==> src/design/cpuix_consts.svh <==
// constants of the pipelined core with indexed literal offset addressing
`ifndef CPUIX_CONSTS_SVH
`define CPUIX_CONSTS_SVH
`define CPUIX_PC_W        16
`define CPUIX_IW_W        16
`define CPUIX_DA_W        12
`define CPUIX_NOP_WORD    16'h0000
`define CPUIX_PC_RST      16'h0000
`define CPUIX_W_RST       8'h00
// top nibble classes of the instruction word
`define CPUIX_CLS_BIT     4'h8
`define CPUIX_CLS_LIT     4'h9
`define CPUIX_CLS_JUMP    4'hd
// eight extended two-word commands share this upper byte pattern
`define CPUIX_EXT_MASK    8'hf8
`define CPUIX_EXT_CODE    8'he8
// highest operand that selects indexed literal offset
`define CPUIX_IDX_MAX     8'h5f
// operand at or above this in the shared bank maps to the upper page
`define CPUIX_ACC_SPLIT   8'h80
`define CPUIX_ACC_HI_PAGE 4'hf
`define CPUIX_ACC_LO_PAGE 4'h0
// field positions
`define CPUIX_F_A         8
`define CPUIX_F_D         9
`endif

==> src/design/cpuix_pkg.sv <==
// types shared by the core and its memory ports
`include "cpuix_consts.svh"
package cpuix_pkg;
  typedef enum logic [3:0] {
    phase_one   = 4'b0001,
    phase_two   = 4'b0010,
    phase_three = 4'b0100,
    phase_four  = 4'b1000
  } cpuix_phase_e;

  typedef enum logic [1:0] {
    mode_bank  = 2'b00,
    mode_share = 2'b01,
    mode_index = 2'b10
  } cpuix_amode_e;

  typedef struct packed {
    logic [`CPUIX_DA_W-1:0] addr;
    logic                   rd;
    logic                   wr;
    logic [7:0]             wdata;
  } cpuix_dm_req_s;

  typedef struct packed {
    logic [3:0]             bank_select;
    logic [`CPUIX_DA_W-1:0] index_pointer_zero;
    logic [`CPUIX_DA_W-1:0] index_pointer_one;
    logic [`CPUIX_DA_W-1:0] index_pointer_two;
  } cpuix_ptr_s;
endpackage

==> src/design/cpuix_core.sv <==
// four-phase pipelined core with indexed literal offset address generation
`timescale 1ns/1ps
`default_nettype none
`include "cpuix_consts.svh"

module cpuix_core (
  input  wire logic                      clock,
  input  wire logic                      rst,
  input  wire logic                      ce,
  input  wire logic                      extended_set_enable,
  input  wire cpuix_pkg::cpuix_ptr_s     ptr,
  output logic [`CPUIX_PC_W-1:0]         pm_addr,
  input  wire logic [`CPUIX_IW_W-1:0]    pm_rdata,
  output var cpuix_pkg::cpuix_dm_req_s   dm_req,
  input  wire logic [7:0]                dm_rdata,
  output var cpuix_pkg::cpuix_phase_e    phase,
  output logic [`CPUIX_IW_W-1:0]         instruction_register,
  output logic [7:0]                     wreg
);
  import cpuix_pkg::*;

  // ==========================================================
  // decode helpers
  function automatic logic is_jump(input logic [`CPUIX_IW_W-1:0] w);
    return w[15:12] == `CPUIX_CLS_JUMP;
  endfunction

  function automatic logic is_ext(input logic [`CPUIX_IW_W-1:0] w, input logic en);
    return en && ((w[15:8] & `CPUIX_EXT_MASK) == `CPUIX_EXT_CODE);
  endfunction

  function automatic logic is_file_op(input logic [`CPUIX_IW_W-1:0] w);
    // the all-zero word is the no-operation slot and must not touch data memory or w
    return ((w[15:14] == 2'b00) && (w != `CPUIX_NOP_WORD)) || (w[15:12] == `CPUIX_CLS_BIT);
  endfunction

  function automatic cpuix_amode_e amode(input logic [`CPUIX_IW_W-1:0] w, input logic en);
    if (w[`CPUIX_F_A]) begin
      return mode_bank;
    end else if (en && (w[7:0] <= `CPUIX_IDX_MAX)) begin
      return mode_index;
    end
    return mode_share;
  endfunction

  function automatic logic [`CPUIX_DA_W-1:0] data_addr(input logic [`CPUIX_IW_W-1:0] w,
                                                       input logic en,
                                                       input cpuix_ptr_s p);
    logic [`CPUIX_DA_W-1:0] a;
    a = '0;
    unique case (amode(w, en))
      mode_bank:  a = {p.bank_select, w[7:0]};
      mode_index: a = p.index_pointer_two + {4'h0, w[7:0]};
      default: begin
        if (w[7:0] >= `CPUIX_ACC_SPLIT) begin
          a = {`CPUIX_ACC_HI_PAGE, w[7:0]};
        end else begin
          a = {`CPUIX_ACC_LO_PAGE, w[7:0]};
        end
      end
    endcase
    return a;
  endfunction

  // ==========================================================
  // phase generator
  always_ff @(posedge clock) begin
    if (rst) begin
      phase <= phase_one;
    end else if (ce) begin
      unique case (phase)
        phase_one:   phase <= phase_two;
        phase_two:   phase <= phase_three;
        phase_three: phase <= phase_four;
        phase_four:  phase <= phase_one;
        default:     phase <= phase_one;
      endcase
    end
  end

  // ==========================================================
  // fetch stage
  logic [`CPUIX_IW_W-1:0] fetch_word_reg;
  logic [`CPUIX_IW_W-1:0] second_word_reg;

  always_ff @(posedge clock) begin
    if (rst) begin
      pm_addr <= `CPUIX_PC_RST;
    end else if (ce && phase == phase_one) begin
      if (is_jump(instruction_register)) begin
        pm_addr <= {4'h0, instruction_register[11:0]};
      end else begin
        pm_addr <= pm_addr + 16'h0001;
      end
    end
  end

  always_ff @(posedge clock) begin
    if (rst) begin
      fetch_word_reg <= `CPUIX_NOP_WORD;
    end else if (ce && phase == phase_four) begin
      fetch_word_reg <= pm_rdata;
    end
  end

  // ==========================================================
  // instruction register: jump and two-word slots execute as no-operation
  always_ff @(posedge clock) begin
    if (rst) begin
      instruction_register <= `CPUIX_NOP_WORD;
      second_word_reg      <= `CPUIX_NOP_WORD;
    end else if (ce && phase == phase_one) begin
      if (is_jump(instruction_register)) begin
        instruction_register <= `CPUIX_NOP_WORD;
      end else if (is_ext(instruction_register, extended_set_enable)) begin
        instruction_register <= `CPUIX_NOP_WORD;
        second_word_reg      <= fetch_word_reg;
      end else begin
        instruction_register <= fetch_word_reg;
      end
    end
  end

  // ==========================================================
  // execute stage
  logic                   file_op;
  logic [`CPUIX_DA_W-1:0] ex_addr;
  logic [7:0]             operand_reg;
  logic [7:0]             result;
  logic                   to_file;

  assign file_op = is_file_op(instruction_register);
  assign ex_addr = data_addr(instruction_register, extended_set_enable, ptr);
  assign to_file = file_op && (instruction_register[15:12] == `CPUIX_CLS_BIT ||
                               instruction_register[`CPUIX_F_D]);

  always_comb begin
    result = operand_reg;
    if (instruction_register[15:12] == `CPUIX_CLS_BIT) begin
      result = operand_reg | (8'h01 << instruction_register[11:9]);
    end else begin
      unique case (instruction_register[13:12])
        2'b00: result = operand_reg;
        2'b01: result = operand_reg + 8'h01;
        2'b10: result = operand_reg + wreg;
        2'b11: result = 8'h00;
      endcase
    end
  end

  always_ff @(posedge clock) begin
    if (rst) begin
      operand_reg <= 8'h00;
    end else if (ce && phase == phase_two && file_op) begin
      operand_reg <= dm_rdata;
    end
  end

  always_ff @(posedge clock) begin
    if (rst) begin
      wreg <= `CPUIX_W_RST;
    end else if (ce && phase == phase_four) begin
      if (instruction_register[15:12] == `CPUIX_CLS_LIT) begin
        wreg <= instruction_register[7:0];
      end else if (file_op && !to_file) begin
        wreg <= result;
      end
    end
  end

  assign dm_req.addr  = ex_addr;
  assign dm_req.rd    = file_op && phase == phase_two;
  assign dm_req.wr    = to_file && phase == phase_four;
  assign dm_req.wdata = result;
endmodule
`default_nettype wire

==> config.mk <==
export PLATFORM = sky130hd
export DESIGN_NAME = cpuix_core
export DESIGN_NICKNAME = d
export VERILOG_FILES = /design/src/design/cpuix_pkg.sv /design/src/design/cpuix_core.sv
export VERILOG_INCLUDE_DIRS = /design/src /design/src/design
export SDC_FILE = /design/constraint.sdc
export NUM_CORES = 1
export LEC_CHECK = 0
export BUFFER_PORTS_ARGS = -buffer_cell sky130_fd_sc_hd__buf_4
export CORE_UTILIZATION = 23
export CTS_CLUSTER_SIZE = 16
export DETAILED_ROUTE_END_ITERATION = 8
export GPL_TIMING_DRIVEN = 0
export PLACE_DENSITY = 0.4
export REMOVE_ABC_BUFFERS = 1
export SYNTH_ARGS = -nofsm -noshare
export SYNTH_HDL_FRONTEND = slang
export SYNTH_SLANG_ARGS = --single-unit
==> constraint.sdc <==
create_clock -name clock -period 4 [get_ports clock]
set_input_delay 0.4 -clock clock [delete_from_list [all_inputs] [get_ports clock]]
set_output_delay 0.4 -clock clock [all_outputs]
set_load 0.05 [all_outputs]
# Word-level counts from Yosys, hierarchy flattened
# Cells that the tools add are included.
# Widths: inputs -> output; s select.
# totals
inputBits	68
regBits	68
elab_cells	61
out_inout_bits	66
# op_classes
shifts	1
reduce_logical	20
order_cmp	2
addsub	4
n_bitwise	1
eq_ne	12
n_mux	15
# ops
cell	n
$mux 16	3
$pmux 8 s4	1
$mux 8	3
$pmux 12 s2	1
$add 16x1->16 const B	1
$eq 4x4->1 const B	4
$reduce_bool 16->1	1
$add 12x8->12	1
$mux 12	1
$pmux 4 s3	1
$logic_and 1x1->1	11
$add 8x1->8 const B	1
$add 8x8->8	1
$ge 8x8->1 const B	1
$le 8x7->1 const B	1
$or 8x8->8	1
$shl 1x3->8 const A	1
$eq 2x2->1 const B	3
$logic_not 2->1	3
$mux 2	3
$eq 5x5->1 const B	1
$eq 4x1->1 const B	1
$eq 4x2->1 const B	1
$eq 4x3->1 const B	1
6 further kinds	8

# Longest topological paths before layout
# Gate-level depths: netlist of run 1.
# logic_depth
word_depth	8
mapped_depth	11
depth_no_buf	11

# Least setup slack after synthesis of run 1
# No wires, ideal clock.
# synth_path
kind	reg-to-output
startpoint	register instruction_register[0]
endpoint	output dm_req[20] (netlist name)
stages_incl_launch_ff	10
t_required_ns	3.600
n_path_buf	0
slack_ns	0.483
arrival_time_ns	3.117
cell_sequence	dfxtp_1 > ha_1 > inv_1 > fa_1 > nor2b_1 > o2111ai_1 > nand3_1 > nand4_1 > xor2_1 > o21ai_0
# synth_rtl
element	line	source
from (decl)	cpuix_core.sv:17	output logic [`CPUIX_IW_W-1:0] instruction_register,
from (signal assigned)	cpuix_core.sv:110	instruction_register <= `CPUIX_NOP_WORD;
from (signal assigned)	cpuix_core.sv:114	instruction_register <= `CPUIX_NOP_WORD;
from (signal assigned)	cpuix_core.sv:116	instruction_register <= `CPUIX_NOP_WORD;
to (decl)	cpuix_core.sv:14	output var cpuix_pkg::cpuix_dm_req_s dm_req,

==> qor.txt, run 1 <==
Root Driver = clkbuf_16
Worst Path Required = 3.60 ns
Worst Hold Launch = dm_rdata[1]
number of cells on the critical path = 12
first-pass GRT wire length = 22,100 um
routed vias/inst = 4.80
Peak supply drop = 0.173 mV
synthesized flop and latch total = 68
ranking of synthesized cells by area = dfxtp_1 (33%), a21oi_1 (6.8%), nand2_1 (6.5%)
Top FF cell, synth = dfxtp_1
Die ar. = 18,500 um^2
Slowest cell on crit path = fa_1
remaining global-route overflow = 0
outcome = finished clean
Tot GR Track Use = 15.7%
post-CTS sizing = 0
drc violations = 0
CTS Hold Bufs = 0
grt met2 use = 25.9%
commonest cells after routing, fill and taps aside = buf_4 (109), nand2_1 (71), nor2_1 (70)
Synth Area per Inst = 7.80 um^2
Ports = 134
Lkg Pwr = 0.00218 uW
multi-input logic area = 2580 um^2
Worst-Skew Late Latency = 0.34 ns
vias in the first global route = 3,991
setup ws final = 0.493 ns
Top Usage Layer GRT = met2
Row Count = 48
Critical Path Source = instruction_register[12]
Num CTS Buffers = 9
synth warn = 0
fin. max-slew vios = 0
H-tree depth = 3
fin nets = 711
# fillers = 1,884
Syn Inst Count = 529
gpl congestion = 0.799
Setup-failing EPs final = 0
DRT Pass-1 Iters = 5
worst path cell trace = inv_1 -> ha_1 -> nand2b_1 -> ha_1 -> fa_1 -> a211oi_1 -> o21bai_1 -> a21oi_1 -> xnor2_1 -> a21oi_1 -> inv_1 -> buf_4
die width = 136 um
final core occ = 30.9%
largest net degree at the start of global routing = 55
most common cell after layout, fill and taps aside = buf_4
Vias = 4,083
R2R cell count = 11
Crit Path Max Fanout = 8
M1 GR Usage = 20.7%
Max Root-Sink Buffers = 2
HPWL after DPL = 10,300 um
worst path buffer plus inverter count = 3
Hold Path Class = primary input to flop
sinks on the clock net = 68
Die Span Y = 136 um
Max-Cap Viols = 0
Min Clock Period, post-route = 3.51 ns
Iter 0 DRT Violations = 262
initial antenna violation count = 0
routed wire length = 14,200 um
fin area = 5390 um^2
Netlist cell types = 66
CP startpoint kind = flop
Final Cycle Share = 87.7%
Post-synth EDFFs = 0
clock skew = 0.00744 ns
Worst-path clk slew = 0.06 ns
Initial Util = 23.7%
share of layout cells above drive strength 1 = 22.6%
Setup CP Type = flop to output port
reg-to-reg slack, setup = 1.24 ns
Total Power = 1660 uW
# port buffers = 109
Crit path max-delay family = adder cells
area added between synthesis and finish = 30.6%
Post-synth ARST share = 0%
hold path endpoint = operand_reg[1]
CTS tree = yes
# diodes = 0
Fin. Hold Viols = 0
Post-Route Setup TNS = 0 ns
hold path cells = 3
pre-CTS setup slack = 0.804 ns
critical path arrival = 3.11 ns
Worst path max stage delay = 0.45 ns
Reg-to-Reg End = wreg[6]
RSZ-0062 raised after global routing = false
top cell type's share of synthesized area = 33.0%
max-slew headroom at the worst pin = 19.7%
DRT antenna net count = 0
setup repair bufs after CTS = 0
core area = 17,400 um^2
Reg area = 1360 um^2
post-place instance area = 5090 um^2
Netlist Area Pre-Place = 4130 um^2
worst r2r src = instruction_register[12]
Least-Margin Pin Slew = 1.20 ns
Worst Setup End Kind = output port
WL/cell = 16.8 um
Peak Freq = 285 MHz
Seq/Total Area, Yosys = 33.0%
PD cells = 308 nW/um^2
met3 GRT Util = 3.32%
largest area contributor in the netlist = dfxtp_1
## cell usage after synthesis (all sizes together), types with 2 or more instances
| master | count |
|---|---|
| a211oi | 7 |
| a21o | 4 |
| a21oi | 56 |
| a22oi | 17 |
| a31oi | 3 |
| a32oi | 2 |
| a41oi | 3 |
| and2 | 9 |
| and3 | 7 |
| buf | 14 |
| clkbuf | 15 |
| dfxtp | 68 |
| fa | 2 |
| ha | 20 |
| inv | 13 |
| mux2 | 2 |
| mux2i | 9 |
| nand2 | 71 |
| nand2b | 4 |
| nand3 | 14 |
| nand3b | 4 |
| nand4 | 3 |
| nand4b | 3 |
| nor2 | 72 |
| nor2b | 4 |
| nor3 | 17 |
| nor4 | 4 |
| o211ai | 4 |
| o21ai | 28 |
| o21bai | 3 |
| o22ai | 5 |
| o31ai | 2 |
| or2 | 2 |
| xnor2 | 9 |
| xor2 | 12 |
## final cells by class
cell class,count,area share (%)
repair buffers,110,15.4
multi-input cells,419,47.8
clock buffers,9,4.18
clock inverters,6,1.23
inverters,13,0.906
well taps,225,5.22
flip-flops and latches,68,25.3
## kinds of logic (layout without fill, tap and decap cells)
logic type                 count (synthesis)  after routing  synth area share (%)
buffers and inverters                     42            138                  4.58
adders and majority gates                 22             22                  7.03
AOI/OAI and AO/OA                        143            143                  22.3
xor gates and xnor gates                  21             21                  4.46
muxes                                     11             11                  2.73
DFF                                       68             68                  33.0
and+or+nand+nor                          222            222                  26.0
## per-layer routing
metal,vias to the layer above,routed length (um)
met5,-,0
met4,0,54
met3,4,571
met2,90,6720
met1,1933,6910
li1,2056,-
## per-stage QoR
stage | hold WS (ns) | std cells
after global placement | 0.445 | 834
after CTS | 0.283 | 849
final | 0.296 | 850
after floorplan | 0.430 | 500
after detailed placement | 0.446 | 834
after global routing | 0.297 | 850
## worst max path at each step
| stage | to | slack (ns) |
|---|---|---|
| after floorplan | dm_req[20] | 0.48 |
| after global placement | dm_req[6] | 0.82 |
| after detailed placement | dm_req[6] | 0.80 |
| after CTS | dm_req[6] | 0.43 |
| after global routing | dm_req[6] | 0.27 |
| final | dm_req[6] | 0.49 |
## tightest hold or removal path, stage by stage
cell and delay, ns:
buf_4 0.08, mux2i_1 0.05, nor2_1 0.07
## power breakdown
group	total, uW	switching (uW)	internal (uW)	leakage (uW)
clock	793	314	479	0.000134
combinational	176	112	64.5	0.00150
sequential	691	9.25	682	0.000548
Note: power is estimated with default switching activity, not from simulation.
==> inputs of run 2 (changes only) <==
--- a/config.mk
+++ b/config.mk
@@ -8,11 +8,13 @@
 export LEC_CHECK = 0
 export BUFFER_PORTS_ARGS = -buffer_cell sky130_fd_sc_hd__buf_4
 export CORE_UTILIZATION = 23
+export CTS_BUF_LIST = sky130_fd_sc_hd__clkbuf_2 sky130_fd_sc_hd__clkbuf_4 sky130_fd_sc_hd__clkbuf_8
 export CTS_CLUSTER_SIZE = 16
 export DETAILED_ROUTE_END_ITERATION = 8
 export GPL_TIMING_DRIVEN = 0
 export PLACE_DENSITY = 0.4
 export REMOVE_ABC_BUFFERS = 1
+export SLEW_MARGIN = 10
 export SYNTH_ARGS = -nofsm -noshare
 export SYNTH_HDL_FRONTEND = slang
 export SYNTH_SLANG_ARGS = --single-unit
==> qor.txt, run 2 (synthesis results as in run 1) <==
final core occ = 30.3% (-0.63 points)
Crit Path Max Fanout = 8 (unchanged)
Num CTS Buffers = 9 (unchanged)
# fillers = 1,895 (+0.58%)
worst path buffer plus inverter count = 3 (unchanged)
WL/cell = 16.8 um (about the same)
Initial Util = 23.7% (unchanged)
Final Cycle Share = 88.8% (+1.2 points)
Fin. Hold Viols = 0 (unchanged)
RSZ-0062 raised after global routing = false
HPWL after DPL = 10,300 um (unchanged)
Worst path max stage delay = 0.45 ns (about the same)
Die Span Y = 136 um (unchanged)
DRT Pass-1 Iters = 5 (unchanged)
clock skew = 0.0130 ns (+0.00555 ns)
sinks on the clock net = 68 (unchanged)
post-CTS sizing = 0 (unchanged)
vias in the first global route = 3,972 (-0.48%)
gpl congestion = 0.799 (unchanged)
CP startpoint kind = flop
Worst Setup End Kind = output port
worst path cell trace = inv_1 -> ha_1 -> nand2b_1 -> ha_1 -> fa_1 -> a211oi_1 -> o21bai_1 -> a21oi_1 -> xnor2_1 -> a21oi_1 -> inv_1 -> buf_4
hold path cells = 3 (unchanged)
Root Driver = clkbuf_8
Worst-path clk slew = 0.08 ns (+0.02 ns)
Worst Hold Launch = dm_rdata[1]
CTS tree = yes
commonest cells after routing, fill and taps aside = buf_4 (109), nand2_1 (71), nor2_1 (69)
drc violations = 0 (unchanged)
PD cells = 273 nW/um^2 (-11%)
DRT antenna net count = 0 (unchanged)
metal3 WL = 655 um (+15%)
dpl cells = 834 (unchanged)
Setup CP Type = flop to output port
met2 WL = 6660 um (-0.83%)
Max Root-Sink Buffers = 2 (unchanged)
outcome = finished clean
hold path endpoint = operand_reg[1]
# diodes = 0 (unchanged)
initial antenna violation count = 0 (unchanged)
Min Clock Period, post-route = 3.55 ns (+0.0466 ns)
critical path arrival = 3.15 ns (+0.04 ns)
fin. max-slew vios = 0 (unchanged)
largest net degree at the start of global routing = 55 (unchanged)
routed vias/inst = 4.89 (+1.8%)
most common cell after layout, fill and taps aside = buf_4
Ports = 134 (unchanged)
Setup-failing EPs final = 0 (unchanged)
Non-Filler Instances = 849 (-0.12%)
Die ar. = 18,500 um^2 (unchanged)
worst r2r src = instruction_register[12]
# port buffers = 109 (unchanged)
die width = 136 um (unchanged)
Post-Route Setup TNS = 0 ns (unchanged)
reg-to-reg slack, setup = 1.23 ns (about the same)
R2R cell count = 11 (unchanged)
Reg-to-Reg End = wreg[6]
Worst Path Required = 3.60 ns (about the same)
setup repair bufs after CTS = 0 (unchanged)
CTS Hold Bufs = 0 (unchanged)
core area = 17,400 um^2 (unchanged)
Least-Margin Pin Slew = 1.21 ns (+0.00152 ns)
remaining global-route overflow = 0 (unchanged)
wire length on met1 = 6840 um (-0.94%)
Slowest cell on crit path = fa_1
Iter 0 DRT Violations = 225 (-14%)
routed wire length = 14,200 um (-0.18%)
H-tree depth = 3 (unchanged)
Lkg Pwr = 0.00213 uW (-2.4%)
area added between synthesis and finish = 27.9%
Vias = 4,151 (+1.7%)
Worst-Skew Late Latency = 0.37 ns (+0.03 ns)
Crit path max-delay family = adder cells
max-slew headroom at the worst pin = 19.6% (-0.10 points)
uppermost routed layer = met4
Peak Freq = 281 MHz (-1.3%)
Hold Path Class = primary input to flop
Peak supply drop = 0.157 mV (-9.3%)
Row Count = 48 (unchanged)
fin nets = 710 (-0.14%)
Tot GR Track Use = 15.7% (-0.032 points)
share of layout cells above drive strength 1 = 22.6% (+0.036 points)
first-pass GRT wire length = 22,000 um (-0.22%)
Max-Cap Viols = 0 (unchanged)
[run 2: worst max-delay path by stage]
stage / to / start / slack (ns) / depth (start not counted)
2_1_floorplan: dm_req[20] / instruction_register[0] / 0.48 / 9
3_3_place_gp: dm_req[6] / instruction_register[12] / 0.82 / 12
3_5_place_dp: dm_req[6] / instruction_register[12] / 0.80 / 12
4_1_cts: dm_req[6] / instruction_register[12] / 0.40 / 12
5_1_grt: dm_req[6] / instruction_register[12] / 0.24 / 12
6_report: dm_req[6] / instruction_register[12] / 0.45 / 12
[run 2: where the power goes]
group          internal [uW]  switching (uW)  total, uW
Clock                    284             292        576
Sequential               681            9.10        690
Combinational           62.5             112        174
Total                   1030             413       1440
[run 2: metal layers]
metal,global-route usage [%],up-vias
met3,3.32,6
met1,20.8,1973
met4,3.95,0
met2,25.8,112
li1,-,2060
met5,0,-
[run 2: stage by stage]
step	power (uW)	hold slack [ns]	setup slack, ns	instance area, um^2
global placement	881	0.445	0.819	5090
finish	1440	0.273	0.446	5280
floorplan	796	0.430	0.483	3990
global route	1500	0.267	0.237	5280
CTS	1470	0.248	0.395	5280
detailed placement	882	0.446	0.804	5090
[run 2: layout make-up]
class / instances / area [um^2] / area share [%]
Multi-Input combinational cell: 419 / 2580 / 48.9
Timing Repair Buffer: 109 / 818 / 15.5
Inverter: 13 / 48.8 / 0.924
Clock inverter: 6 / 66.3 / 1.26
Tap cell: 225 / 282 / 5.33
Sequential cell: 68 / 1360 / 25.8
Clock buffer: 9 / 124 / 2.35
[run 2: tightest hold or removal path, stage by stage]
cell	delay, ns
buf_4	0.08
mux2i_1	0.05
nor2_1	0.07
